<file path="config.mk">
export PLATFORM = sky130hd
export DESIGN_NAME = sar_adc_control
export DESIGN_NICKNAME = d
export VERILOG_FILES = /design/src/inc/sar_ctl_pkg.sv /design/src/sar_engine.sv /design/src/sar_adc_control.sv
export SDC_FILE = /design/constraint.sdc
export NUM_CORES = 1
export LEC_CHECK = 0
export BUFFER_PORTS_ARGS = -buffer_cell sky130_fd_sc_hd__buf_2
export CORE_MARGIN = 3
export CORE_UTILIZATION = 49
export CTS_CLUSTER_SIZE = 28
export DETAILED_ROUTE_END_ITERATION = 16
export PLACE_DENSITY = 0.81
export RECOVER_POWER = 100
export SLEW_MARGIN = 20
export SYNTH_ARGS = -nofsm -noshare
export SYNTH_HDL_FRONTEND = slang
export SYNTH_SLANG_ARGS = --single-unit
</file>
<file path="constraint.sdc">
create_clock -name core_clk_i -period 3.35 [get_ports core_clk_i]
set_clock_uncertainty 0.2 [all_clocks]
set_input_delay 0.1675 -clock core_clk_i [delete_from_list [all_inputs] [get_ports core_clk_i]]
set_output_delay 0.1675 -clock core_clk_i [all_outputs]
set_load 0.01 [all_outputs]
</file>
<file path="src/inc/sar_ctl_pkg.sv">
// Constants shared by the converter control block and its approximation engine.
// Assumes one 50 MHz core clock; all converter timing is counted in enable ticks.
package sar_ctl_pkg;

   // Core clock and the suggested converter clock
   localparam int CORE_CLK_MHZ       = 50;
   localparam int CONV_CLK_TARGET_NS = 1000;
   localparam int CONV_CLK_TARGET_CY = (CONV_CLK_TARGET_NS * CORE_CLK_MHZ) / 1000;

   // Result and channel geometry
   localparam int RES_W  = 10;
   localparam int CHAN_W = 5;
   localparam int NUM_CH = 24;

   // Channel select codes
   localparam logic [4:0] CHAN_UPPER_REF = 5'h1D;
   localparam logic [4:0] CHAN_LOWER_REF = 5'h1E;
   localparam logic [4:0] CHAN_POWER_OFF = 5'h1F;

   // Conversion sequence, in converter clock ticks
   localparam logic [4:0] CONV_SAMPLE_TICKS = 5'h04;
   localparam logic [4:0] CONV_BIT_TICKS    = 5'h0A;
   localparam logic [4:0] CONV_TOTAL_TICKS  = 5'h10;

   // Approximation engine start values
   localparam logic [9:0] SAR_FIRST_TRIAL = 10'h200;
   localparam logic [3:0] SAR_MSB_INDEX   = 4'h9;

   // Divider field: ratio is two to the power of the field, capped
   localparam logic [2:0] CLK_DIV_MAX = 3'h4;

   // Reset values
   localparam logic [4:0] RST_CHAN    = CHAN_POWER_OFF;
   localparam logic [2:0] RST_CLK_DIV = 3'h0;
   localparam logic       RST_CLK_SRC = 1'b0;

   // Result formats
   typedef enum logic [1:0] {
      FMT_LEFT   = 2'h0,
      FMT_RIGHT  = 2'h1,
      FMT_SIGNED = 2'h2,
      FMT_TRUNC  = 2'h3
   } fmt_e;

   localparam fmt_e RST_FMT = FMT_LEFT;

endpackage

</file>
<file path="src/sar_engine.sv">
// Successive approximation register: trial code out, comparator decision in.
// Assumes the comparator level is already synchronised to the core clock.
`timescale 1ns/1ps
module sar_engine (
   // Clock and reset
   input  wire logic             core_clk_i,
   input  wire logic             srst_i,
   // Sequencing
   input  wire logic             clear_i,
   input  wire logic             step_i,
   input  wire logic             comp_i,
   // Trial and result code
   output logic [9:0]            code_o
);

   logic [3:0] ptr_q;

   // Trial bit kept when the input is at or above the trial level
   always_ff @(posedge core_clk_i) begin
      if (srst_i || clear_i) begin
         code_o <= sar_ctl_pkg::SAR_FIRST_TRIAL;
         ptr_q  <= sar_ctl_pkg::SAR_MSB_INDEX;
      end else if (step_i) begin
         code_o[ptr_q] <= comp_i;
         if (ptr_q != 4'h0) begin
            code_o[ptr_q - 4'h1] <= 1'b1;
            ptr_q                <= ptr_q - 4'h1;
         end
      end
   end

   a_first_trial: assert property (@(posedge core_clk_i) disable iff (srst_i)
      clear_i |=> code_o == 10'h200)
      else $error("first trial is not mid-scale");

endmodule

</file>
<file path="src/sar_adc_control.sv">
// Digital control for a 10-bit successive approximation converter, 24 inputs.
// Assumes register strobes come from the core clock domain; pins and the
// comparator are asynchronous and are synchronised here.
`timescale 1ns/1ps
module sar_adc_control (
   // Clock and reset
   input  wire logic              core_clk_i,
   input  wire logic              srst_i,
   // Status/control register write
   input  wire logic              scr_wr_i,
   input  wire logic              scr_int_en_i,
   input  wire logic              scr_cont_i,
   input  wire logic [4:0]        scr_chan_i,
   // Clock/format register write
   input  wire logic              clk_wr_i,
   input  wire logic [2:0]        clk_div_i,
   input  wire logic              clk_src_i,
   input  wire logic [1:0]        fmt_i,
   input  wire logic              alt_clk_tick_i,
   // Result register reads
   input  wire logic              rd_high_i,
   input  wire logic              rd_low_i,
   output logic [7:0]             result_high_o,
   output logic [7:0]             result_low_o,
   // Status
   output logic                   complete_flag_o,
   output logic                   int_en_o,
   output logic                   cont_o,
   output logic [4:0]             chan_o,
   output logic [2:0]             clk_div_o,
   output logic                   clk_src_o,
   output logic [1:0]             fmt_o,
   output logic                   busy_o,
   // Low-power and interrupt
   input  wire logic              stop_i,
   input  wire logic              wait_i,
   output logic                   irq_o,
   output logic                   wake_o,
   // Port pins shared with the converter
   input  wire logic [23:0]       port_out_i,
   input  wire logic [23:0]       port_dir_i,
   input  wire logic [23:0]       pin_in_i,
   output logic [23:0]            pin_out_o,
   output logic [23:0]            pin_oe_n_o,
   output logic [23:0]            port_read_o,
   // Analog front end
   input  wire logic              comp_i,
   output logic [4:0]             mux_sel_o,
   output logic [9:0]             dac_code_o,
   output logic                   sample_o,
   output logic                   power_en_o
);

   typedef enum logic [1:0] {ST_IDLE, ST_ALIGN, ST_RUN} conv_state_e;

   conv_state_e state_q;
   logic        int_en_q, cont_q, src_q, start_q, flag_q, lock_q;
   logic [4:0]  chan_q, tick_n_q, span_q;
   logic [2:0]  div_q;
   logic [1:0]  fmt_q;
   logic [3:0]  pre_q;
   logic        tick, done, powered, src_tick, sar_clear, sar_step;
   logic [23:0] pin_s1_q, pin_s2_q, sel_mask;
   logic        comp_s1_q, comp_s2_q;
   logic [9:0]  code;

   // One-hot mask of the pin taken by the converter
   function automatic logic [23:0] chan_mask(input logic [4:0] ch);
      chan_mask = '0;
      if (ch < 5'(sar_ctl_pkg::NUM_CH)) begin
         chan_mask[ch] = 1'b1;
      end
   endfunction

   // Places a raw result into the high and low register images
   function automatic logic [15:0] fmt_result(input logic [1:0] f, input logic [9:0] r);
      unique case (sar_ctl_pkg::fmt_e'(f))
         sar_ctl_pkg::FMT_LEFT:   fmt_result = {r[9:2], r[1:0], 6'h00};
         sar_ctl_pkg::FMT_RIGHT:  fmt_result = {6'h00, r[9:8], r[7:0]};
         sar_ctl_pkg::FMT_SIGNED: fmt_result = {~r[9], r[8:2], r[1:0], 6'h00};
         sar_ctl_pkg::FMT_TRUNC:  fmt_result = {8'h00, r[9:2]};
      endcase
   endfunction

   assign powered  = chan_q != sar_ctl_pkg::CHAN_POWER_OFF;
   assign sel_mask = chan_mask(chan_q);

   // Control register fields
   always_ff @(posedge core_clk_i) begin
      if (srst_i) begin
         int_en_q <= 1'b0;
         cont_q   <= 1'b0;
         chan_q   <= sar_ctl_pkg::RST_CHAN;
      end else if (scr_wr_i) begin
         int_en_q <= scr_int_en_i;
         cont_q   <= scr_cont_i;
         chan_q   <= scr_chan_i;
      end
   end

   // Clock and format register fields
   always_ff @(posedge core_clk_i) begin
      if (srst_i) begin
         div_q <= sar_ctl_pkg::RST_CLK_DIV;
         src_q <= sar_ctl_pkg::RST_CLK_SRC;
         fmt_q <= sar_ctl_pkg::RST_FMT;
      end else if (clk_wr_i) begin
         div_q <= clk_div_i;
         src_q <= clk_src_i;
         fmt_q <= fmt_i;
      end
   end

   // Converter clock enable: source select then power-of-two divider
   assign src_tick = src_q ? 1'b1 : alt_clk_tick_i;
   assign tick     = src_tick && ((div_q >= sar_ctl_pkg::CLK_DIV_MAX) ? (pre_q == 4'hF)
                                   : (pre_q >= 4'((5'h01 << div_q) - 5'h01)));

   always_ff @(posedge core_clk_i) begin
      if (srst_i || stop_i) begin
         pre_q <= 4'h0;
      end else if (tick) begin
         pre_q <= 4'h0;
      end else if (src_tick) begin
         pre_q <= pre_q + 4'h1;
      end
   end

   // Synchronisers for pins and comparator
   always_ff @(posedge core_clk_i) begin
      pin_s1_q  <= pin_in_i;
      pin_s2_q  <= pin_s1_q;
      comp_s1_q <= comp_i;
      comp_s2_q <= comp_s1_q;
   end

   // Port override of the selected pin
   always_ff @(posedge core_clk_i) begin
      if (srst_i) begin
         pin_out_o   <= '0;
         pin_oe_n_o  <= '1;
         port_read_o <= '0;
      end else begin
         pin_out_o   <= port_out_i & ~sel_mask;
         pin_oe_n_o  <= ~(port_dir_i & ~sel_mask);
         port_read_o <= pin_s2_q & ~sel_mask;
      end
   end

   // Pending start request
   always_ff @(posedge core_clk_i) begin
      if (srst_i) begin
         start_q <= 1'b0;
      end else if (scr_wr_i) begin
         start_q <= scr_chan_i != sar_ctl_pkg::CHAN_POWER_OFF;
      end else if (stop_i && state_q != ST_IDLE) begin
         start_q <= 1'b1;
      end else if (state_q == ST_IDLE && !stop_i) begin
         start_q <= 1'b0;
      end
   end

   // Conversion sequencer
   assign done = state_q == ST_RUN && tick && tick_n_q == sar_ctl_pkg::CONV_TOTAL_TICKS - 5'h01;

   always_ff @(posedge core_clk_i) begin
      if (srst_i) begin
         state_q  <= ST_IDLE;
         tick_n_q <= '0;
      end else if (stop_i || scr_wr_i) begin
         state_q  <= ST_IDLE;
         tick_n_q <= '0;
      end else begin
         unique case (state_q)
            ST_IDLE: if (start_q && powered) begin
               state_q <= ST_ALIGN;
            end
            ST_ALIGN: if (tick) begin
               state_q  <= ST_RUN;
               tick_n_q <= '0;
            end
            ST_RUN: if (done) begin
               tick_n_q <= '0;
               state_q  <= (cont_q && powered) ? ST_RUN : ST_IDLE;
            end else if (tick) begin
               tick_n_q <= tick_n_q + 5'h01;
            end
         endcase
      end
   end

   assign sar_clear = state_q == ST_ALIGN || (done && cont_q);
   assign sar_step  = state_q == ST_RUN && tick && tick_n_q >= sar_ctl_pkg::CONV_SAMPLE_TICKS
                      && tick_n_q < sar_ctl_pkg::CONV_SAMPLE_TICKS + sar_ctl_pkg::CONV_BIT_TICKS;

   sar_engine u_sar (
      .core_clk_i (core_clk_i),
      .srst_i     (srst_i),
      .clear_i    (sar_clear),
      .step_i     (sar_step),
      .comp_i     (comp_s2_q),
      .code_o     (code)
   );

   // High read locks the pair in the interlocked formats
   always_ff @(posedge core_clk_i) begin
      if (srst_i || rd_low_i) begin
         lock_q <= 1'b0;
      end else if (rd_high_i && fmt_q != sar_ctl_pkg::FMT_TRUNC) begin
         lock_q <= 1'b1;
      end
   end

   // Result store, overwriting unread data unless locked
   always_ff @(posedge core_clk_i) begin
      if (srst_i) begin
         result_high_o <= '0;
         result_low_o  <= '0;
      end else if (done && !(lock_q && fmt_q != sar_ctl_pkg::FMT_TRUNC)) begin
         {result_high_o, result_low_o} <= fmt_result(fmt_q, code);
      end
   end

   // Completion flag: set wins over the read that clears it
   always_ff @(posedge core_clk_i) begin
      if (srst_i) begin
         flag_q <= 1'b0;
      end else if (done && !int_en_q) begin
         flag_q <= 1'b1;
      end else if (rd_high_i || rd_low_i) begin
         flag_q <= 1'b0;
      end
   end

   // Interrupt request: set wins over read or control write
   always_ff @(posedge core_clk_i) begin
      if (srst_i) begin
         irq_o <= 1'b0;
      end else if (done && int_en_q) begin
         irq_o <= 1'b1;
      end else if (rd_high_i || rd_low_i || scr_wr_i) begin
         irq_o <= 1'b0;
      end
   end

   // Span of the current conversion in ticks, for checking
   always_ff @(posedge core_clk_i) begin
      if (srst_i || state_q == ST_IDLE || done) begin
         span_q <= '0;
      end else if (tick) begin
         span_q <= span_q + 5'h01;
      end
   end

   // Status and analog outputs
   assign complete_flag_o = flag_q && !int_en_q;
   assign wake_o          = irq_o && wait_i;
   assign int_en_o        = int_en_q;
   assign cont_o          = cont_q;
   assign chan_o          = chan_q;
   assign clk_div_o       = div_q;
   assign clk_src_o       = src_q;
   assign fmt_o           = fmt_q;
   assign busy_o          = state_q != ST_IDLE;
   assign mux_sel_o       = chan_q;
   assign dac_code_o      = code;
   assign sample_o        = state_q == ST_RUN && tick_n_q < sar_ctl_pkg::CONV_SAMPLE_TICKS;
   assign power_en_o      = powered && !stop_i;

   a_sel_pin_input: assert property (@(posedge core_clk_i) disable iff (srst_i)
      sel_mask[3] && $stable(chan_q) |=> pin_oe_n_o[3] && !port_read_o[3])
      else $error("selected pin not released to converter");

   a_unsel_port: assert property (@(posedge core_clk_i) disable iff (srst_i)
      !$past(srst_i) && !sel_mask[0] && !$past(sel_mask[0]) |-> pin_out_o[0] == $past(port_out_i[0]))
      else $error("unselected pin lost port control");

   a_write_starts: assert property (@(posedge core_clk_i) disable iff (srst_i)
      scr_wr_i && scr_chan_i != 5'h1F && !stop_i ##1 !scr_wr_i && !stop_i |=> state_q == ST_ALIGN)
      else $error("control write did not start a conversion");

   a_conv_ticks: assert property (@(posedge core_clk_i) disable iff (srst_i)
      done |-> span_q == 5'h0F || span_q == 5'h10)
      else $error("conversion length outside 16 to 17 ticks");

   a_flag_hold: assert property (@(posedge core_clk_i) disable iff (srst_i)
      $fell(flag_q) |-> $past(rd_high_i || rd_low_i))
      else $error("completion flag cleared without a read");

   a_cont_repeat: assert property (@(posedge core_clk_i) disable iff (srst_i)
      done && cont_q && powered && !scr_wr_i && !stop_i |=> state_q == ST_RUN && tick_n_q == 5'h00)
      else $error("continuous mode did not restart");

   a_single_idle: assert property (@(posedge core_clk_i) disable iff (srst_i)
      done && !cont_q && !scr_wr_i && !stop_i |=> state_q == ST_IDLE && !start_q)
      else $error("single mode did not idle");

   a_low_frozen: assert property (@(posedge core_clk_i) disable iff (srst_i)
      lock_q && !rd_low_i |=> $stable(result_low_o))
      else $error("low result changed while locked");

   a_fmt_store: assert property (@(posedge core_clk_i) disable iff (srst_i)
      done && !lock_q |=> {result_high_o, result_low_o} == fmt_result($past(fmt_q), $past(code)))
      else $error("stored result has wrong format");

   a_irq_on_done: assert property (@(posedge core_clk_i) disable iff (srst_i)
      done && int_en_q |=> irq_o && !complete_flag_o)
      else $error("no interrupt after conversion");

   a_irq_clear: assert property (@(posedge core_clk_i) disable iff (srst_i)
      irq_o && scr_wr_i && !done |=> !irq_o)
      else $error("interrupt not removed by control write");

   a_stop_abort: assert property (@(posedge core_clk_i) disable iff (srst_i)
      stop_i && busy_o |=> state_q == ST_IDLE && start_q)
      else $error("stop did not abort and keep the restart");

endmodule

</file>
# Yosys cells after proc, flatten, opt, wreduce, memory -nomap -nowiden
# Index checks and enable logic that the tools add are counted.
# classes
n_mul,0
n_eq_ne,14
n_reduce_logical,45
addsub,4
n_mux,28
n_bitwise,7
magnitude_cmp,12
div,0
shift,1
# op_table
cell,count
AND 24 bit,3
one-hot mux 16 bit (4 select lines),1
NOT 24 bit,2
two-way mux 24 bit,1
logical AND 1 bit,22
two-way mux 5 bit,3
two-way mux 1 bit,12
bitwise mux 10 bit,1
"< comparator 4 x 5 -> 1 bit, second input constant",2
two-way mux 10 bit,1
"inequality test 5 bit, second input constant",2
bitwise OR 10 bit,1
one-hot mux 5 bit (2 select lines),1
demux 1 bit (select 4 bit),2
">= comparator 4 x 1 -> 1 bit, second input constant",2
two-way mux 2 bit,4
"inequality test 2 bit, second input constant",4
nonzero test 2 bit,4
"subtractor 4 x 1 -> 4 bit, second input constant",2
logical OR 1 bit,7
"== test 2 bit, second input constant",3
"< comparator 5 x 6 -> 1 bit, second input constant",1
one-hot mux 2 bit (3 select lines),1
AND reduction 3 bit,2
other kinds (22),27
# totals
ramBits,0
latch_bits,0
n_memories,0
register_bits,180
out_inout_bits,122
wordCells,135
input_bits,95
mem_bits_ro,0

# Logic depth before layout (Yosys ltp)
# Gate-level depths: netlist of the first run.
# depth
word_depth,10
ltp_mapped,12
depth_no_buf,10

# Modules after synthesis
# Synthesis of the first run repeated with hierarchy kept, for this count alone.
# unflattened
cells_unflattened,605
area_unflattened_um2,6256.0
# modules_own_cells
mod,n_inst,area_per_inst_um2,cells_per_inst,seq_area_each_um2
sar_adc_control,1,5357.6,500,3323.2
sar_engine,1,898.4,105,280.3

# Least setup slack after synthesis of the first run
# OpenSTA, ideal clock, no wires.
# synth_timing
path_type,register to register
start,register div_q[2] (netlist: clk_div_o[2])
end,register result_low_o[7]
path_slack_ns,0.227
path_buffers,2
arrival_ns,2.796
stages_incl_launch_ff,12
required_time_ns,3.022
setup_time_ns,0.128
synth_period_minus_slack_ns,3.123
path_cell_list,dfxtp_1 > clkbuf_2 > or3_1 > ha_1 > xor2_1 > ha_1 > o211ai_1 > o21a_1 > nor4_4 > buf_6 > mux2i_1 > nor2_1
# synth_via
elab_chain_cells,8
word_cells_on_any_way,9
cone_classes,1 x add/sub; 2 x order compare; 1 x shift; 1 x mux; 4 x reduce/logical
# synth_lines
item,line_no,rtl
"start, declared",sar_adc_control.sv:59,logic [2:0] div_q;
"start signal, assigned",sar_adc_control.sv:104,div_q <= sar_ctl_pkg::RST_CLK_DIV;
"start signal, assigned",sar_adc_control.sv:108,div_q <= clk_div_i;
left shift 1 x 3 -> 4 bit,sar_adc_control.sv:117,: (pre_q >= 4'((5'h01 << div_q) - 5'h01)));
subtractor 4 x 1 -> 4 bit,sar_adc_control.sv:117,
>= comparator 4 bit,sar_adc_control.sv:117,
two-way mux 1 bit *,sar_adc_control.sv:116,assign tick = src_tick && ((div_q >= sar_ctl_pkg::CLK_DIV_MAX) ? (pre_q == 4'hF)
logical AND 1 bit *,sar_adc_control.sv:116,
logical AND 1 bit * (2 in a row),sar_adc_control.sv:164,assign done = state_q == ST_RUN && tick && tick_n_q == sar_ctl_pkg::CONV_TOTAL_TICKS - 5'h01;
logical AND 1 bit *,sar_adc_control.sv:219,end else if (done && !(lock_q && fmt_q != sar_ctl_pkg::FMT_TRUNC)) begin
"end signal, assigned",sar_adc_control.sv:220,"{result_high_o, result_low_o} <= fmt_result(fmt_q, code);"
"end, declared",sar_adc_control.sv:24,"output logic [7:0] result_low_o,"
# Mark *: on every way between the ends. The rest lies on a longest branch, timed or not.
# A chain may end at the register's enable or synchronous reset.

# Worst setup path after layout of the first run
# layout_timing
start,register div_q[0] (netlist: clk_div_o[0])
end,register u_sar.code_o[1]
# layout_via
elab_chain_cells,10
word_cells_on_any_way,13
cone_classes,1 x add/sub; 2 x order compare; 1 x shift; 1 x mux; 8 x reduce/logical
# layout_lines
item,line_no,rtl
left shift 1 x 3 -> 4 bit,sar_adc_control.sv:117,
subtractor 4 x 1 -> 4 bit,sar_adc_control.sv:117,
>= comparator 4 bit,sar_adc_control.sv:117,
two-way mux 1 bit *,sar_adc_control.sv:116,
logical AND 1 bit *,sar_adc_control.sv:116,
logical AND 1 bit *,"sar_adc_control.sv:164, sar_adc_control.sv:193",
logical AND 1 bit,sar_adc_control.sv:164,
logical AND 1 bit,sar_adc_control.sv:192,assign sar_clear = state_q == ST_ALIGN || (done && cont_q);
logical OR 1 bit,sar_adc_control.sv:192,
logical OR 1 bit,sar_engine.sv:20,if (srst_i || clear_i) begin
"end signal, assigned",sar_engine.sv:21,code_o <= sar_ctl_pkg::SAR_FIRST_TRIAL;
"end signal, assigned by index",sar_engine.sv:24,code_o[ptr_q] <= comp_i;
"end, declared",sar_engine.sv:13,output logic [9:0] code_o
# Marked as above.

==> results_dict.tcl, run 1 <==
set metrics [dict create \
    finalHoldViolCount 0 \
    synth.most_common_cell "dfxtp_1" \
    drc 0 \
    io_buffers 216 \
    ys.flop_type "dfxtp_1" \
    vias_per_cell 5.15 \
    grt_max_degree 62 \
    cts_tree "done" \
    power_frac_comb_pct 8.9 \
    syn_nets 716 \
    yosysSeqAreaShare_pct 58.2 \
    finalCritPeriodShare_pct 92.5 \
    slowest_delay_ps 420 \
    cts_buffers 17 \
    firstDrtPassIters 5 \
    fill_cells 908 \
    slew-limit-headroom_pct 37.4 \
    netlist.area_leader.share_pct 58.2 \
    clockBufferDepth 2 \
    fin_nets 1021 \
    final_core_util_pct 72.0 \
    worst_slew_pin_slew_ps 937 \
    worstPathCellList "or3_1, ha_1, xor2_1, ha_1, o211ai_1, o21ai_1, nand3_1, o21ai_0, a31oi_1" \
    synth_common_cells "180 x dfxtp_1, 52 x and2_1, 42 x nand2_1" \
    power_mw 4.64 \
    cts-root-buf "clkbuf_16" \
    leakage_nw 3.53 \
    synth_cell_types 54 \
    switching_share_pct 24.0 \
    synth_seq_cells 180 \
    placeableCoreArea_um2 12200 \
    htreeDepth 4 \
    die_h_um 118 \
    drv_cap 0 \
    r2r-start "clk_div_o[0]$_SDFFE_PP0P_" \
    vias 5629 \
    drive_above_1_share_pct 15.6 \
    grt_pass1_vias 5569 \
    clock-sinks 180 \
    io_pins 217 \
    seqPwrFrac_pct 49.2 \
    r2r_cells 9 \
    dpl.hpwl_um 11200 \
    multi_input_area_um2 2350 \
    critical_path.startpoint "clk_div_o[0]$_SDFFE_PP0P_" \
    p_per_area_nw_per_um2 530 \
    rsz0062_at_grt "false" \
    p_sw_mw 1.11 \
    yosysTopAreaCell "dfxtp_1" \
    initial_core_util_pct 50.9 \
    endpoint_kind "flip-flop" \
    setup_viol 0 \
    internal-power_mw 3.53 \
    rows 40 \
    antenna_found_initial 1 \
    dieArea_um2 14000 \
    drtIter0Drc 440 \
    avgSynthCellArea_um2 10.2 \
    routed_wl_um 18600 \
    slew_violations 0 \
    place.gp.congestion 0.846 \
    ir_worst_vdd_mv 0.359 \
    timing.rr.end "u_sar.code_o[1]$_SDFFE_PP0P_" \
    syn_to_final_growth_pct 41.3 \
    path_clk_slew_ps 70 \
    grt-ovfl-total 0 \
    worstSetupStartpointType "flip-flop" \
    crit_required_ps 3450 \
    ys_async_sr_fraction_pct 0 \
    worst_ep_arrival_time_ps 3200 \
    detail_route.wl_per_cell_um 17.0 \
    clockPowerShare_pct 41.9 \
    synth_area_um2 6190 \
    gr-usage-all-layers_pct 26.2 \
    crit_fanout 10 \
    synth_cells 607 \
    grt_pass1_wl_um 29100 \
    ff_latch_area_um2 3600 \
    period_needed_ps 3100 \
    endpoint "u_sar.code_o[1]$_SDFFE_PP0P_" \
    clock.fmax_mhz 323 \
    die_w_um 118 \
    status "complete, no violations" \
    criticalPathCategory "reg -> reg" \
    ff2ff_setup_slack_ps 250 \
    hold_path_class "in -> reg" \
    cpMostUsedCell "ha_1" \
    synth_area_leaders "dfxtp_1 58%, and2_1 5.3%, a21oi_1 3.2%" \
    yosysWarnings 0 \
    synth_edf_count 0 \
    fin_setup_tns_ps 0 \
    cpMaxStageDelayCell "nand3_1" \
    clk_latency_ps 430 \
    drtAntennaViolNets 0 \
]
## power groups by stage
stage / clock network (mW) / logic (mW) / registers, mW
after floorplan: 0 / 0.152 / 2.34
after global placement: 0 / 0.317 / 2.32
after detailed placement: 0 / 0.322 / 2.32
after CTS: 1.94 / 0.419 / 2.28
after global routing: 2.04 / 0.447 / 2.29
final: 1.94 / 0.411 / 2.28
## worst min-delay path by stage
stage / from / endpoint / slack [ps] / cells after the start
2_1_floorplan: comp_i / comp_s1_q$_DFF_P_ / -5 / 0
3_3_place_gp: pin_in_i[15] / pin_s1_q[15]$_DFF_P_ / 70 / 1
3_5_place_dp: comp_i / comp_s1_q$_DFF_P_ / 70 / 1
4_1_cts: scr_wr_i / cont_o$_SDFFE_PP0P_ / 10 / 3
5_1_grt: scr_wr_i / cont_o$_SDFFE_PP0P_ / 50 / 3
6_report: scr_wr_i / cont_o$_SDFFE_PP0P_ / 30 / 3
## cells by family (layout without fill, tap and decap cells)
| logic type | count (synthesis) | after routing | share of synthesized area, % |
|---|---|---|---|
| simple gates | 222 | 222 | 19.0 |
| flops | 180 | 180 | 58.2 |
| compound gates | 111 | 111 | 11.3 |
| buf+inv | 49 | 367 | 3.70 |
| mux | 26 | 26 | 4.34 |
| fa+ha+maj | 15 | 15 | 2.99 |
| xor+xnor | 4 | 4 | 0.566 |
| other cells | 0 | 1 | 0 |
## critical path, delay by kind of cell, from the launching register on
| kind | cells | cell delay, ps |
|---|---|---|
| AOI/OAI and AO/OA | 4 | 980 |
| xor gates and xnor gates | 1 | 160 |
| adders and majority gates | 2 | 480 |
| DFF | 1 | 350 |
| and+or+nand+nor | 2 | 800 |
## registers in the layout (all words and copies together), names as in the netlist, 2 cells and up
signal / cells
chan_o: 5
clk_div_o: 3
fmt_o: 2
pin_oe_n_o: 24
pin_out_o: 24
pin_s1_q: 24
pin_s2_q: 24
port_read_o: 24
pre_q: 4
result_high_o: 8
result_low_o: 8
state_q: 2
tick_n_q: 5
u_sar.code_o: 10
u_sar.ptr_q: 4
## layer usage
layer	vias to the layer above	GRT usage [%]	routed length [um]
met5	-	0	0
met4	0	11.3	469
met3	36	5.60	1160
met2	238	46.3	9540
met1	2672	30.7	7470
li1	2683	-	-
## per-stage QoR
| step | setup WS (ps) | std cells | hold WS [ps] | area (um2) |
|---|---|---|---|---|
| 4_1_cts | 253 | 1093 | 11.8 | 8920 |
| 3_5_place_dp | 274 | 961 | 71.1 | 7350 |
| 2_1_floorplan | 227 | 607 | -4.78 | 6190 |
| 5_1_grt | 44.2 | 1094 | 49.7 | 8750 |
| 3_3_place_gp | 320 | 961 | 70.1 | 7350 |
| 6_report | 252 | 1094 | 31.8 | 8750 |
## repair_timing
item,in CTS,in global routing
resized for setup,0,0
hold buffers,100,0
endpoints found under the hold margin,96,0
setup buffers,0,0
## cell type report
type	count	share of cell area, %
diodes	1	0.0286
clock buffers	22	5.42
clock inverters	10	1.13
inverters	14	0.601
multi-input cells	378	26.8
flip-flops and latches	180	41.2
well taps	168	2.40
repair buffers	321	22.4
## placed cells by master, fill, tap and decap left out, types with 2 or more instances in the layout
| cell type | instances |
|---|---|
| a211o_1 | 7 |
| a211oi_1 | 2 |
| a21boi_0 | 2 |
| a21oi_1 | 40 |
| a22o_1 | 4 |
| a311oi_1 | 6 |
| a31oi_1 | 16 |
| and2_0 | 42 |
| and2_1 | 10 |
| and3_1 | 3 |
| buf_2 | 95 |
| buf_4 | 2 |
| clkbuf_1 | 124 |
| clkbuf_16 | 17 |
| clkbuf_8 | 3 |
| clkinv_2 | 2 |
| clkinvlp_4 | 4 |
| dfxtp_1 | 180 |
| dlygate4sd3_1 | 100 |
| ha_1 | 14 |
| inv_1 | 14 |
| mux2_2 | 7 |
| mux2i_1 | 19 |
| nand2_1 | 42 |
| nand2b_1 | 4 |
| nand3_1 | 23 |
| nand3b_1 | 3 |
| nand4_1 | 8 |
| nor2_1 | 41 |
| nor2b_1 | 15 |
| nor3_1 | 13 |
| nor3b_1 | 4 |
| nor4_1 | 2 |
| o21ai_0 | 22 |
| or3_1 | 6 |
| xnor2_1 | 2 |
| xor2_1 | 2 |
Power figures use the tool's default switching activity.
==> run 2: changes to the inputs <==
Settings changed: CELL_PAD_IN_SITES_DETAIL_PLACEMENT set to 1, CELL_PAD_IN_SITES_GLOBAL_PLACEMENT set to 2, CORE_UTILIZATION 49 to 29, PLACE_DENSITY 0.81 to 0.8.
==> run 2 against run 1 <==
Count of clock-buffer cells in the layout down 5. Utilization shrank 28 points. Combinational power up 6.6%. Register-to-register slack lost 80 ps. First-iteration DRC count shrank 45%. Sequential cell count unchanged. Total power up 3.0%. Non-clock buffer count rose by 9. Sequential share of layout area down 1.2 points. Critical endpoint is now u_sar.code_o[4]$_SDFFE_PP0P_. Largest cell class unchanged. Highest routed layer unchanged.
==> results_dict.tcl, run 2 (synthesis results as in run 1) <==
set metrics [dict create \
    vias_per_cell 4.64 \
    dpl_cell_area_um2 7500 \
    endpoint_kind "flip-flop" \
    worst_slew_pin_slew_ps 926 \
    routed_wl_um 21000 \
    gr-usage-all-layers_pct 17.9 \
    min_to "result_low_o[7]$_SDFFE_PP0P_" \
    clk_latency_ps 430 \
    grt_max_degree 34 \
    place_inst 1067 \
    holdPathStages 2 \
    switching_share_pct 27.2 \
    final_cell_mix "180 x dfxtp_1, 121 x clkbuf_1, 105 x dlygate4sd3_1, 97 x buf_2, 43 x and2_0" \
    internal-power_mw 3.48 \
    finalHoldViolCount 0 \
    leakage_nw 3.59 \
    worst_ep_arrival_time_ps 3310 \
    slew_violations 0 \
    cts_buffers 17 \
    ff2ff_setup_slack_ps 170 \
    drtIter0Drc 242 \
    timing.rr.end "u_sar.code_o[4]$_SDFFE_PP0P_" \
    clockBufferDepth 2 \
    multi_input_area_um2 2350 \
    dpl.hpwl_um 13900 \
    detail_route.wl_per_cell_um 17.4 \
    io_buffers 216 \
    die_h_um 152 \
    dieArea_um2 23200 \
    hold_path_class "in -> reg" \
    status "complete, no violations" \
    drtAntennaViolNets 0 \
    clockPowerShare_pct 43.2 \
    p_sw_mw 1.30 \
    fin_nets 1030 \
    grt-ovfl-total 0 \
    layout_commonest_cell "dfxtp_1" \
    r2r_cells 9 \
    crit_fanout 14 \
    final_cells 1205 \
    path_clk_slew_ps 80 \
    period_needed_ps 3180 \
    ir_worst_vdd_mv 0.360 \
    cts_tree "done" \
    worstSetupStartpointType "flip-flop" \
    firstDrtPassIters 5 \
    drive_above_1_share_pct 16.3 \
    io_pins 217 \
    criticalPathCategory "reg -> reg" \
    clock.fmax_mhz 314 \
    r2r-start "clk_div_o[0]$_SDFFE_PP0P_" \
    cts-root-buf "clkbuf_16" \
    place.gp.congestion 0.799 \
    htreeDepth 4 \
    power_mw 4.78 \
    drv_cap 0 \
    fill_cells 2444 \
    slew-limit-headroom_pct 38.3 \
    drc 0 \
    rows 52 \
    crit_required_ps 3480 \
    syn_to_final_growth_pct 45.7 \
    grt_pass1_vias 5996 \
    min_from "srst_i" \
    die_w_um 152 \
    placeableCoreArea_um2 20600 \
    rsz0062_at_grt "false" \
    fin_setup_tns_ps 0 \
    worst_hold_slack_ps 40.9 \
    clock-sinks 180 \
    seqPwrFrac_pct 47.6 \
    initial_core_util_pct 30.0 \
    antenna_found_initial 1 \
    vias 5593 \
    power_frac_comb_pct 9.2 \
    finalCritPeriodShare_pct 94.9 \
    p_per_area_nw_per_um2 530 \
    setup_viol 0 \
    final_cell_area_um2 9020 \
    grt_pass1_wl_um 33300 \
    ff_latch_area_um2 3600 \
]
-- run 2: how the worst max path moves through the flow --
stage / from / to / slack [ps] / cells past startpoint
3_5_place_dp: clk_div_o[0]$_SDFFE_PP0P_ / u_sar.ptr_q[0]$_SDFFE_PP1P_ / 140 / 9
4_1_cts: clk_div_o[0]$_SDFFE_PP0P_ / u_sar.ptr_q[0]$_SDFFE_PP1P_ / 120 / 9
5_1_grt: clk_div_o[0]$_SDFFE_PP0P_ / u_sar.code_o[4]$_SDFFE_PP0P_ / 30 / 9
6_report: clk_div_o[0]$_SDFFE_PP0P_ / u_sar.code_o[4]$_SDFFE_PP0P_ / 170 / 9
3_3_place_gp: clk_div_o[0]$_SDFFE_PP0P_ / u_sar.ptr_q[0]$_SDFFE_PP1P_ / 240 / 9
2_1_floorplan: clk_div_o[2]$_SDFFE_PP0P_ / result_low_o[7]$_SDFFE_PP0P_ / 230 / 11
-- run 2: critical path: stages, from the launching register on --
cell and delay, ps:
dfxtp_1 350, or3_1 400, ha_1 210, xor2_1 170
ha_1 280, o211ai_1 110, o21a_1 240, nor3_1 380
a211o_1 510, o21ba_2 230
-- run 2: power groups by stage --
stage | registers (mW) | clock network (mW) | logic, mW
6_report | 2.28 | 2.06 | 0.438
4_1_cts | 2.27 | 2.12 | 0.455
3_5_place_dp | 2.32 | 0 | 0.349
3_3_place_gp | 2.32 | 0 | 0.342
2_1_floorplan | 2.34 | 0 | 0.152
5_1_grt | 2.29 | 2.21 | 0.480
-- run 2: cell type report --
cell class	instances	area share, %
Inverter	14	0.582
Multi-Input combinational cell	378	26.1
Tap cell	270	3.74
Antenna cell	1	0.0277
Sequential cell	180	39.9
Clock buffer	17	4.71
Timing Repair Buffer	330	22.6
Clock inverter	15	2.27
-- run 2: per-layer routing --
metal | GRT usage (%) | wire (um) | part of all wire [%]
met1 | 21.9 | 8960 | 43
met2 | 30.2 | 10200 | 48
met3 | 3.66 | 893 | 4.2
met4 | 8.99 | 983 | 4.7
met5 | 0 | 0 | 0
-- run 2: per-stage QoR --
step                util [%]  setup slack, ps
floorplan                  -              227
finish                  43.8              170
detailed placement      36.4              138
global placement        36.4              241
global route            43.8             33.7
CTS                     44.5              123
-- run 2: repair_timing --
| action | 4_1_cts | 5_1_grt |
|---|---|---|
| hold buffers | 105 | 0 |
| gates resized for setup | 0 | 3 |
| setup buffers | 0 | 0 |
| setup endpoints to repair | 0 | 3 |
| hold endpoints to repair | 94 | 0 |
